**src/logic/dword_unit_params.svh**
```systemverilog
// Constants for the 64-bit add, leading-count and divide datapath.
// Assumes inclusion by the package only; the datapath modules use its macros without including it.
`ifndef DWORD_UNIT_PARAMS_SVH
`define DWORD_UNIT_PARAMS_SVH
`define OPC_REGULAR      6'h00
`define OPC_ADD_IMM_TRAP 6'h18
`define OPC_ADD_IMM_WRAP 6'h19
`define OPC_EXT_GROUP    6'h1c
`define FN_ADD_REG_WRAP  6'h2d
`define FN_DIV_SIGNED    6'h1e
`define FN_DIV_UNSIGNED  6'h1f
`define FN_CNT_ONES      6'h25
`define FN_CNT_ZEROS     6'h24
`define DIV_STEPS        7'h40
`endif

```
**src/logic/dword_unit_pkg.sv**
```systemverilog
// Types shared by the datapath modules.
// Assumes the params header is on the include path.
package dword_unit_pkg;
`include "dword_unit_params.svh"
   typedef enum logic [0:0] {
      DIV_IDLE = 1'b0,
      DIV_RUN  = 1'b1
   } div_state_t;
endpackage

```
**src/logic/lead_count.sv**
```systemverilog
// Leading-bit counter over a 64-bit word.
// Assumes the caller inverts the source for leading ones.
`timescale 1ns/1ps
`default_nettype none
module lead_count (
   input  wire logic [63:0] word_in,   // Scanned word
   output logic      [6:0]  zeros_out  // Leading zeros, 64 when zero
);
   always_comb begin
      zeros_out = 7'h40;
      for (int i = 0; i < 64; i++) begin
         if (word_in[i]) begin
            zeros_out = 7'(63 - i);
         end
      end
   end
endmodule
`default_nettype wire

```
**src/logic/dword_unit.sv**
```systemverilog
// 64-bit add, leading-count and iterative divide datapath.
// Assumes decode presents one instruction per issue pulse with operands read.
`timescale 1ns/1ps
`default_nettype none
module dword_unit
   import dword_unit_pkg::*;
(
   input  wire logic        clk_in,          // Core clock, 125 MHz
   input  wire logic        rst_n_in,        // Async reset, active low
   input  wire logic        issue_in,        // Instruction valid pulse
   input  wire logic [31:0] instr_in,        // Instruction word
   input  wire logic [63:0] first_op_in,     // Value of first operand register
   input  wire logic [63:0] second_op_in,    // Value of second operand register
   input  wire logic        dword_ok_in,     // 64-bit ops permitted in mode
   input  wire logic        spec_read_in,    // Quotient/remainder read request
   output logic             wr_en_out,       // General register write pulse
   output logic      [4:0]  wr_index_out,    // Destination index
   output logic      [63:0] wr_data_out,     // Destination data
   output logic             ovf_exc_out,     // Integer overflow exception pulse
   output logic             resv_exc_out,    // Reserved instruction pulse
   output logic             busy_out,        // Divide in progress
   output logic             stall_out,       // Special register read stall
   output logic      [63:0] quotient_reg_out, // Quotient special register
   output logic      [63:0] remainder_reg_out // Remainder special register
);
   // ==========================================
   // Helpers
   // Sign fix-up for divide operands and results
   function automatic logic [63:0] cond_neg(input logic       neg,
                                            input logic [63:0] v);
      return neg ? -v : v;
   endfunction

   // ==========================================
   // Decode
   wire [5:0]  opc       = instr_in[31:26];
   wire [5:0]  fn        = instr_in[5:0];
   wire [4:0]  first_ix  = instr_in[25:21];
   wire [4:0]  second_ix = instr_in[20:16];
   wire [4:0]  dest_ix   = instr_in[15:11];
   wire        sa_zero   = (instr_in[10:6] == 5'h00);
   wire        is_regular = (opc == `OPC_REGULAR);
   wire        is_ext     = (opc == `OPC_EXT_GROUP);
   wire        op_addr    = is_regular && fn == `FN_ADD_REG_WRAP && sa_zero;
   wire        op_aimt    = (opc == `OPC_ADD_IMM_TRAP);
   wire        op_aimw    = (opc == `OPC_ADD_IMM_WRAP);
   wire        op_clo     = is_ext && fn == `FN_CNT_ONES && sa_zero;
   wire        op_clz     = is_ext && fn == `FN_CNT_ZEROS && sa_zero;
   wire        op_divs    = is_regular && fn == `FN_DIV_SIGNED;
   wire        op_divu    = is_regular && fn == `FN_DIV_UNSIGNED;
   wire        op_any     = op_addr | op_aimt | op_aimw | op_clo | op_clz | op_divs | op_divu;
   wire        blocked    = issue_in && op_any && !dword_ok_in;
   wire        go         = issue_in && dword_ok_in;

   // ==========================================
   // Add and count
   wire [63:0] imm_ext  = {{48{instr_in[15]}}, instr_in[15:0]};
   wire [63:0] addend   = op_addr ? second_op_in : imm_ext;
   wire [64:0] sum_ext  = {first_op_in[63], first_op_in} + {addend[63], addend};
   wire        ovf      = sum_ext[64] != sum_ext[63];
   wire        trap     = go && op_aimt && ovf;
   wire [6:0]  lz_count;
   lead_count u_lead_count (
      .word_in   (op_clo ? ~first_op_in : first_op_in),
      .zeros_out (lz_count)
   );
   // Count ops write the destination field; software keeps target equal
   wire        wr_now   = go && (op_addr || op_aimw || (op_aimt && !ovf) || op_clo || op_clz);
   wire [4:0]  wr_ix    = (op_aimt || op_aimw) ? second_ix : dest_ix;
   wire [63:0] wr_val   = (op_clo || op_clz) ? {57'h0, lz_count} : sum_ext[63:0];

   // ==========================================
   // Restoring divide, one quotient bit per cycle
   div_state_t  st_q, st_d;
   logic [63:0] rem_q, quo_q, dvs_q;
   logic [6:0]  cnt_q;
   logic        neg_q_q, neg_r_q;
   logic [63:0] rem_sr_q, quo_sr_q;
   wire         div_start = go && (op_divs || op_divu) && st_q == DIV_IDLE;
   wire         sgn       = op_divs;
   wire [63:0]  a_mag     = cond_neg(sgn && first_op_in[63], first_op_in);
   wire [63:0]  b_mag     = cond_neg(sgn && second_op_in[63], second_op_in);
   wire [64:0]  trial     = {rem_q, quo_q[63]} - {1'b0, dvs_q};
   wire         fits      = !trial[64];
   wire [63:0]  rem_nx    = fits ? trial[63:0] : {rem_q[62:0], quo_q[63]};
   wire [63:0]  quo_nx    = {quo_q[62:0], fits};
   wire         div_last  = st_q == DIV_RUN && cnt_q == 7'h01;
   // Zero divisor yields all-ones quotient, or 1 for a negative signed dividend; nothing traps
   always_comb begin
      st_d = st_q;
      unique case (st_q)
         DIV_IDLE: if (div_start) st_d = DIV_RUN;
         DIV_RUN:  if (div_last) st_d = DIV_IDLE;
      endcase
   end

   always_ff @(posedge clk_in or negedge rst_n_in) begin
      if (!rst_n_in) begin
         st_q     <= DIV_IDLE;
         rem_q    <= 64'h0;
         quo_q    <= 64'h0;
         dvs_q    <= 64'h0;
         cnt_q    <= 7'h00;
         neg_q_q  <= 1'b0;
         neg_r_q  <= 1'b0;
         rem_sr_q <= 64'h0;
         quo_sr_q <= 64'h0;
      end else begin
         st_q <= st_d;
         if (div_start) begin
            rem_q   <= 64'h0;
            quo_q   <= a_mag;
            dvs_q   <= b_mag;
            cnt_q   <= `DIV_STEPS;
            neg_q_q <= sgn && (first_op_in[63] ^ second_op_in[63]);
            neg_r_q <= sgn && first_op_in[63];
         end else if (st_q == DIV_RUN) begin
            rem_q <= rem_nx;
            quo_q <= quo_nx;
            cnt_q <= cnt_q - 7'h01;
         end
         if (div_last) begin
            quo_sr_q <= cond_neg(neg_q_q, quo_nx);
            rem_sr_q <= cond_neg(neg_r_q, rem_nx);
         end
      end
   end

   // ==========================================
   // Registered outputs
   wire busy_d = (st_d == DIV_RUN);
   always_ff @(posedge clk_in or negedge rst_n_in) begin
      if (!rst_n_in) begin
         wr_en_out    <= 1'b0;
         wr_index_out <= 5'h00;
         wr_data_out  <= 64'h0;
         ovf_exc_out  <= 1'b0;
         resv_exc_out <= 1'b0;
         busy_out     <= 1'b0;
         stall_out    <= 1'b0;
      end else begin
         wr_en_out    <= wr_now;
         wr_index_out <= wr_ix;
         wr_data_out  <= wr_val;
         ovf_exc_out  <= trap;
         resv_exc_out <= blocked;
         busy_out     <= busy_d;
         stall_out    <= spec_read_in && busy_d;
      end
   end
   assign quotient_reg_out  = quo_sr_q;
   assign remainder_reg_out = rem_sr_q;

   // ==========================================
   // Checks
   // Expected sums rebuilt from the raw fields, not from the adder above
   AST_TRAP_NO_WRITE: assert property (
      @(posedge clk_in) disable iff (!rst_n_in)
      trap |=> ovf_exc_out && !wr_en_out)
      else $error("overflow wrote");

   AST_TRAP_SUM: assert property (
      @(posedge clk_in) disable iff (!rst_n_in)
      (go && op_aimt && !ovf) |=> wr_en_out && !ovf_exc_out &&
         wr_data_out == $past(first_op_in + {{48{instr_in[15]}}, instr_in[15:0]}))
      else $error("trap add wrote wrong sum");

   AST_WRAP_NO_TRAP: assert property (
      @(posedge clk_in) disable iff (!rst_n_in)
      (go && op_aimw) |=> wr_en_out && !ovf_exc_out &&
         wr_data_out == $past(first_op_in + {{48{instr_in[15]}}, instr_in[15:0]}))
      else $error("wrap add wrong");

   AST_REG_ADD: assert property (
      @(posedge clk_in) disable iff (!rst_n_in)
      (go && op_addr) |=> wr_en_out && wr_data_out == $past(first_op_in + second_op_in))
      else $error("reg add wrong");

   AST_CLZ_ZERO: assert property (
      @(posedge clk_in) disable iff (!rst_n_in)
      (go && op_clz && first_op_in == 64'h0) |=> wr_data_out == 64'h40)
      else $error("zero count of zero word wrong");

   AST_CLO_ONES: assert property (
      @(posedge clk_in) disable iff (!rst_n_in)
      (go && op_clo && &first_op_in) |=> wr_data_out == 64'h40)
      else $error("one count of full word wrong");

   AST_COUNT_INDEX: assert property (
      @(posedge clk_in) disable iff (!rst_n_in)
      (go && (op_clo || op_clz)) |=> wr_en_out && wr_index_out == $past(instr_in[15:11]))
      else $error("count wrote wrong index");

   AST_DIV_LEN: assert property (
      @(posedge clk_in) disable iff (!rst_n_in)
      div_start |=> busy_out [*8])
      else $error("busy dropped");

   AST_DIV_DONE: assert property (
      @(posedge clk_in) disable iff (!rst_n_in)
      div_start |-> ##[64:66] !busy_out)
      else $error("divide hung");

   AST_DIV_HOLD: assert property (
      @(posedge clk_in) disable iff (!rst_n_in)
      (st_q == DIV_RUN && !div_last) |=> $stable(quotient_reg_out) && $stable(remainder_reg_out))
      else $error("special register changed mid divide");

   AST_NO_DIV_EXC: assert property (
      @(posedge clk_in) disable iff (!rst_n_in)
      (go && (op_divs || op_divu)) |=> !ovf_exc_out)
      else $error("divide trapped");

   AST_RESV: assert property (
      @(posedge clk_in) disable iff (!rst_n_in)
      blocked |=> resv_exc_out && !wr_en_out)
      else $error("resv missing");

   AST_STALL: assert property (
      @(posedge clk_in) disable iff (!rst_n_in)
      stall_out |-> busy_out)
      else $error("stall while idle");

   COV_TRAP: cover property (@(posedge clk_in) trap);
   COV_DIV:  cover property (@(posedge clk_in) div_last);
   COV_STL:  cover property (@(posedge clk_in) stall_out);
   COV_RESV: cover property (@(posedge clk_in) blocked);
   COV_REFUSED: cover property (@(posedge clk_in) go && (op_divs || op_divu) && st_q == DIV_RUN);
endmodule
`default_nettype wire

```
**config.mk**
```make
export PLATFORM = sky130hd
export DESIGN_NAME = dword_unit
export DESIGN_NICKNAME = d
export VERILOG_FILES = /design/src/logic/dword_unit_pkg.sv /design/src/logic/lead_count.sv /design/src/logic/dword_unit.sv
export VERILOG_INCLUDE_DIRS = /design/src /design/src/logic
export SDC_FILE = /design/constraint.sdc
export NUM_CORES = 1
export LEC_CHECK = 0
export ABC_AREA = 1
export BUFFER_PORTS_ARGS = -buffer_cell sky130_fd_sc_hd__buf_2
export CAP_MARGIN = 15
export CELL_PAD_IN_SITES_DETAIL_PLACEMENT = 0
export CELL_PAD_IN_SITES_GLOBAL_PLACEMENT = 1
export CORE_MARGIN = 3
export CORE_UTILIZATION = 43
export DETAILED_ROUTE_END_ITERATION = 10
export PLACE_DENSITY_LB_ADDON = 0.1
export SYNTH_ARGS = -nofsm -noshare
export SYNTH_HDL_FRONTEND = slang
export SYNTH_SLANG_ARGS = --single-unit
```
**constraint.sdc**
```tcl
create_clock -name clk_in -period 9.1 [get_ports clk_in]
set_input_delay 1.365 -clock clk_in [delete_from_list [all_inputs] [get_ports clk_in]]
set_output_delay 1.365 -clock clk_in [all_outputs]
set_load 0.01 [all_outputs]
```
Yosys cells after proc, flatten, opt, wreduce, memory -nomap -nowiden
Index checks and enable logic that the tools add are counted.
{ "op_classes": {"n_lt_le_gt_ge": 0, "multipliers": 0, "add_sub_neg": 7, "n_div": 0, "n_eq_ne": 10, "reduce_logical": 35, "n_mux": 82, "shifts": 0, "bitwise": 9} }
{ "ops": {"columns": ["op", "n"], "rows": [
  ["2-to-1 mux 64 bit", 12],
  ["2-to-1 mux 7 bit", 66],
  ["negator 64 bit", 4],
  ["adder 64 x 64 -> 65 bit", 1],
  ["subtractor 65 x 64 -> 65 bit", 1],
  ["inverter 64 bit", 1],
  ["equality test 6 x 5 -> 1 bit, second input constant", 5],
  ["logical AND 1 bit", 22],
  ["equality test 6 bit, second input constant", 3],
  ["equality test 7 x 1 -> 1 bit, second input constant", 1],
  ["logical OR 1 bit", 7],
  ["subtractor 7 x 1 -> 7 bit, second input constant", 1],
  ["zero test 6 bit", 1],
  ["OR 1 bit", 6],
  ["zero test 5 bit", 1],
  ["2-to-1 mux 5 bit", 1],
  ["zero test 1 bit", 3],
  ["2-to-1 mux 1 bit", 2],
  ["one-hot mux 1 bit (2 select lines)", 1],
  ["nonzero test 2 bit", 1],
  ["inequality test 1 bit", 1],
  ["inverter 1 bit", 1],
  ["XOR 1 bit", 1]
]} }
{ "word_totals": {"mem_count": 0, "input_bits": 165, "regBits": 403, "latch_bits": 0, "ram_bits": 0, "output_inout_bits": 202, "romBits": 0, "word_cells": 158} }

Longest topological paths before layout
{ "logic_depth": {"depth_word": 69, "ltp_mapped": 72, "mapped_depth_nobuf": 72} }

Hierarchy
A second synthesis with hierarchy kept.
{ "unflattened": {"hier_cells": 5757, "area_unflattened_um2": 36140.9} }
{ "modules_own_cells": {"columns": ["module", "cells_per_inst", "seq_area_each_um2", "n_inst", "area_each_um2"], "rows": [
  ["dword_unit", 5531, 10084.7, 1, 35111.2],
  ["lead_count", 226, 0.0, 1, 1029.7]
]} }

Least setup slack after synthesis
OpenSTA, ideal clock, no wires.
{ "synth_timing": {"path_type": "input to register", "startpoint": "in instr_in[1]", "endpoint": "reg wr_en_out", "t_required_ns": 8.987, "slack_ns": 1.342, "path_stages": 48, "arrival_time_ns": 7.645, "n_path_buf": 2, "path_cell_list": "inv_1 -> nand3_1 -> nor4_1 -> inv_1 -> clkbuf_1 -> clkbuf_1 -> o21ai_0 -> inv_1 -> ha_1 -> nand3_1 -> nand3_1 -> a21oi_1 -> o21ai_1 -> nand3_1 -> nand2_1 -> nand3_1 -> nand2_1 -> a21boi_1 -> [12 not listed] -> o21ai_1 -> a21boi_0 -> o21ai_1 -> a21boi_1 -> o21ai_1 -> a21boi_0 -> o21ai_1 -> a21boi_1 -> o21a_1 -> o21ai_1 -> nand2_1 -> nand2_1 -> a21oi_1 -> o21ai_0 -> nand2_1 -> nand3_1 -> nand2_1 -> inv_1"} }
{ "synth_between": {"elab_chain_len": 12} }
{ "synth_lines": {"columns": ["item", "line", "rtl"], "rows": [
  ["start: declaration", "dword_unit.sv:11", "input wire logic [31:0] instr_in,"],
  ["equality test 6 bit (no line)", null, null],
  ["logical AND 1 bit (no line)", null, null],
  ["logical AND 1 bit", "dword_unit.sv:44", "wire op_addr = is_regular && fn == `FN_ADD_REG_WRAP && sa_zero;"],
  ["2-to-1 mux 64 bit", "dword_unit.sv:58", "wire [63:0] addend = op_addr ? second_op_in : imm_ext;"],
  ["adder 64 x 64 -> 65 bit", "dword_unit.sv:59", "wire [64:0] sum_ext = {first_op_in[63], first_op_in} + {addend[63], addend};"],
  ["inequality test 1 bit", "dword_unit.sv:60", "wire ovf = sum_ext[64] != sum_ext[63];"],
  ["zero test 1 bit", "dword_unit.sv:68", "wire wr_now = go && (op_addr || op_aimw || (op_aimt && !ovf) || op_clo || op_clz);"],
  ["logical AND 1 bit", "dword_unit.sv:68", null],
  ["logical OR 1 bit (2 in a row)", "dword_unit.sv:68", null],
  ["logical OR 1 bit (*)", "dword_unit.sv:68", null],
  ["logical AND 1 bit (*)", "dword_unit.sv:68", null],
  ["via wr_now", "dword_unit.sv:68", null],
  ["end signal: assignment", "dword_unit.sv:142", "wr_en_out <= wr_now;"],
  ["end: declaration", "dword_unit.sv:16", "output logic wr_en_out,"]
]} }
The timed path passes the listed nets; every way through them passes the cells marked *.
A chain may end at the register's enable or synchronous reset.

Final worst setup path
{ "layout_timing": {"startpoint": "in instr_in[26]", "endpoint": "reg wr_en_out"} }
{ "layout_between": {"elab_chain_len": 12} }
{ "layout_lines": {"columns": ["item", "line"], "rows": [
  ["zero test 6 bit (no line)", null],
  ["logical AND 1 bit (no line)", null],
  ["logical AND 1 bit", "dword_unit.sv:44"],
  ["2-to-1 mux 64 bit", "dword_unit.sv:58"],
  ["adder 64 x 64 -> 65 bit", "dword_unit.sv:59"],
  ["inequality test 1 bit", "dword_unit.sv:60"],
  ["zero test 1 bit", "dword_unit.sv:68"],
  ["logical AND 1 bit", "dword_unit.sv:68"],
  ["logical OR 1 bit (2 in a row)", "dword_unit.sv:68"],
  ["logical OR 1 bit (*)", "dword_unit.sv:68"],
  ["logical AND 1 bit (*)", "dword_unit.sv:68"],
  ["via wr_now", "dword_unit.sv:68"]
]} }
Marked as above.

==> metrics.yaml <==
pwr:
  power_density_nw_per_um2: 253
  vdd_drop_max_mv: 0.160
  p_leak_nw: 16.4
critical_path:
  cp_max_fo: 7
  r2r_start: "quo_q[63]"
  rr_endpoint: "quotient_reg_out[62]"
  cp_common_cell: "nand2_1"
  arrival_ns: 8.60
  crit_type: "in2reg"
  cp_slowest_stage_delay_ns: 0.68
  start_kind: "input pin"
  cp.required_ns: 9.60
  reg2reg_slack_ns: 1.59
  worst_path_max_delay_cell: "or4_1"
  r2r_cells: 59
  cp-end-kind: "register"
floorplan:
  rows: 96
  dieArea_sq_um: 72700
  die_w_microns: 270
  core_area_sq_um: 68700
  start_util_pct: 43.5
  die_h_microns: 270
  ioPinCount: 367
yosys:
  yosysMostFrequentCell: "nand2_1"
  synth-edff-count: 0
  synth.largest_area_cell: "dfrtp_1"
  ys_async_sr_fraction_pct: 100
  syn_area_sq_um: 29900
  syn_nets: 4446
  synth_area_leaders: "dfrtp_1 (34%), nand2_1 (11%), o21ai_0 (9.4%)"
  ys_warn_count: 0
  synth_top_area_share_pct: 33.7
  synth.distinct_cells: 66
  ys_ff_latch: 403
  seq_area_frac_synth_pct: 33.7
  ys.flop_type: "dfrtp_1"
  synthCells: 4145
  syn_area_per_cell_sq_um: 7.21
  synthTopCellsByCount: "nand2_1 (840), o21ai_0 (563), inv_1 (499), dfrtp_1 (403), nor2_1 (350)"
grt:
  grt_pass1_vias: 27100
  gr-total-overflow: 0
  grt_max_degree: 134
  grt_usage_pct: 28.3
  grt_pass1_wl_microns: 162000
  antenna_found_initial: 30
placed_design:
  place_congestion: 0.968
  hpwl_microns: 82700
  post-place-cells: 5308
  portBuffers: 361
detailed_routing:
  drtIter0Drc: 2207
  final_antenna_net_count: 0
  vias: 28400
  via_per_inst: 5.23
  drt-pass1-iter-count: 6
  drc: 0
  totalWireLength_microns: 106000
  wire_per_inst_microns: 19.5
hold_path:
  min_to: "remainder_reg_out[50]"
  holdPathStages: 2
  hold_start: "remainder_reg_out[50]"
  min_path_type: "reg2reg"
status:
  status: "finished, final reports clean"
sta:
  final-hold-violation-count: 0
  worst_slew_pin_slew_ns: 1.11
  hold_slack_ns: 0.472
  post-route-period-util_pct: 89.0
  setup-tns-final_ns: 0
  rsz0062_at_grt: "no"
  maxClockFrequency_ghz: 0.123
  finalSetupViolCount: 0
  maxSlewHeadroom_pct: 26.3
  fin_skew_ns: 0.0279
  period_minus_slack_ns: 8.10
  slew_violations: 0
layout:
  final_cells: 5422
  drive_gt1_share_pct: 13.0
  fill_cells: 7175
  area_growth_pct: 14.3
  num-nets-final: 4729
clock_network:
  cts-root-buf: "clkbuf_16"
  path_clk_slew_ns: 0.07
  htreeDepth: 2
  cts_made_buffers: 49
  cts_tree: "built"
  cts_buffer_depth: 3
  clock_sinks: 403
  cts_resized: 0
  postCtsSetupBuffers: 0
  postCtsHoldBufs: 0
  clk_latency_ns: 0.62
flow_run:
  cap_violations: 0
-- how the worst max path moves through the flow --
stage                 start          end  slack [ns]  cells past startpoint
2_1_floorplan   instr_in[1]    wr_en_out        1.34                     48
3_3_place_gp   instr_in[26]    wr_en_out        0.67                     47
3_5_place_dp   instr_in[26]  ovf_exc_out        0.57                     39
4_1_cts        instr_in[26]  ovf_exc_out        1.21                     39
5_1_grt        instr_in[26]    wr_en_out        0.26                     48
6_report       instr_in[26]    wr_en_out        1.00                     42
-- stage by stage --
| stage | util, % | total power [W] | instance area (sq um) | setup slack (ns) |
|---|---|---|---|---|
| after floorplan | - | 0.00554 | 29900 | 1.34 |
| after global placement | 47.2 | 0.00658 | 32400 | 0.674 |
| after detailed placement | 47.2 | 0.00659 | 32400 | 0.572 |
| after CTS | 49.6 | 0.00869 | 34100 | 1.21 |
| after global routing | 49.7 | 0.00937 | 34100 | 0.261 |
| final | 49.7 | 0.00863 | 34200 | 1.00 |
-- power by group --
part | leakage [nW] | switching [W] | internal [W]
registers | 5.07 | 0.000290 | 0.00211
logic | 10.5 | 0.00275 | 0.00142
clock network | 0.831 | 0.000840 | 0.00122
total | 16.4 | 0.00388 | 0.00475
-- layout by cell type (no fill, tap or decap), types with 16 or more instances in the layout --
cell         n
xor2_1     276
clkbuf_16   50
nand4_1     35
nand2_2     23
inv_1      496
nor4_1      72
nand2_1    838
buf_4       26
o21ai_2     21
o21ai_1     68
a31oi_1     32
nand3_1    104
inv_2       16
o21ai_0    563
nor3_1      61
buf_2      360
ha_1       134
dfrtp_1    403
nor2_1     348
xnor2_1     97
diode_2     24
a21oi_1    223
-- state kept, by name (all words and copies together) (netlist names) --
name	flops
quotient_reg_out	64
neg_r_q	1
wr_en_out	1
dvs_q	64
cnt_q	7
stall_out	1
resv_exc_out	1
wr_index_out	5
busy_out	1
ovf_exc_out	1
wr_data_out	64
neg_q_q	1
quo_q	64
remainder_reg_out	64
rem_q	64
-- worst max-delay path, delay by kind of cell --
family,cells,cell delay [ns]
buffers and inverters,6,0.55
AOI/OAI and AO/OA,21,4.38
and+or+nand+nor,14,2.00
adders and majority gates,1,0.31
-- metal layers --
layer  routed length (microns)  global-route usage [%]
met1                     47200                    38.2
met2                     49600                    47.4
met3                      6160                    4.08
met4                      2620                    7.75
met5                       101                       0
-- cells by family (layout without fill, tap and decap cells) --
kind of cell / after synthesis / in the layout / synth area share, %
and+or+nand+nor: 1535 / 1535 / 21.8
AOI/OAI and AO/OA: 1024 / 1024 / 18.8
buffers and inverters: 671 / 993 / 8.79
DFF: 403 / 403 / 33.7
xor gates and xnor gates: 373 / 373 / 10.9
adders and majority gates: 136 / 136 / 5.74
muxes: 3 / 3 / 0.113
other: 0 / 24 / 0
-- final cells by class --
type	count	area, sq um	share of cell area, %
well taps	931	1160	3.41
flip-flops and latches	403	10100	29.5
multi-input cells	3071	17200	50.4
repair buffers	387	2010	5.89
clock inverters	21	258	0.755
inverters	516	1940	5.69
clock buffers	69	1430	4.19
diodes	24	60.1	0.176
Power figures use the tool's default switching activity.
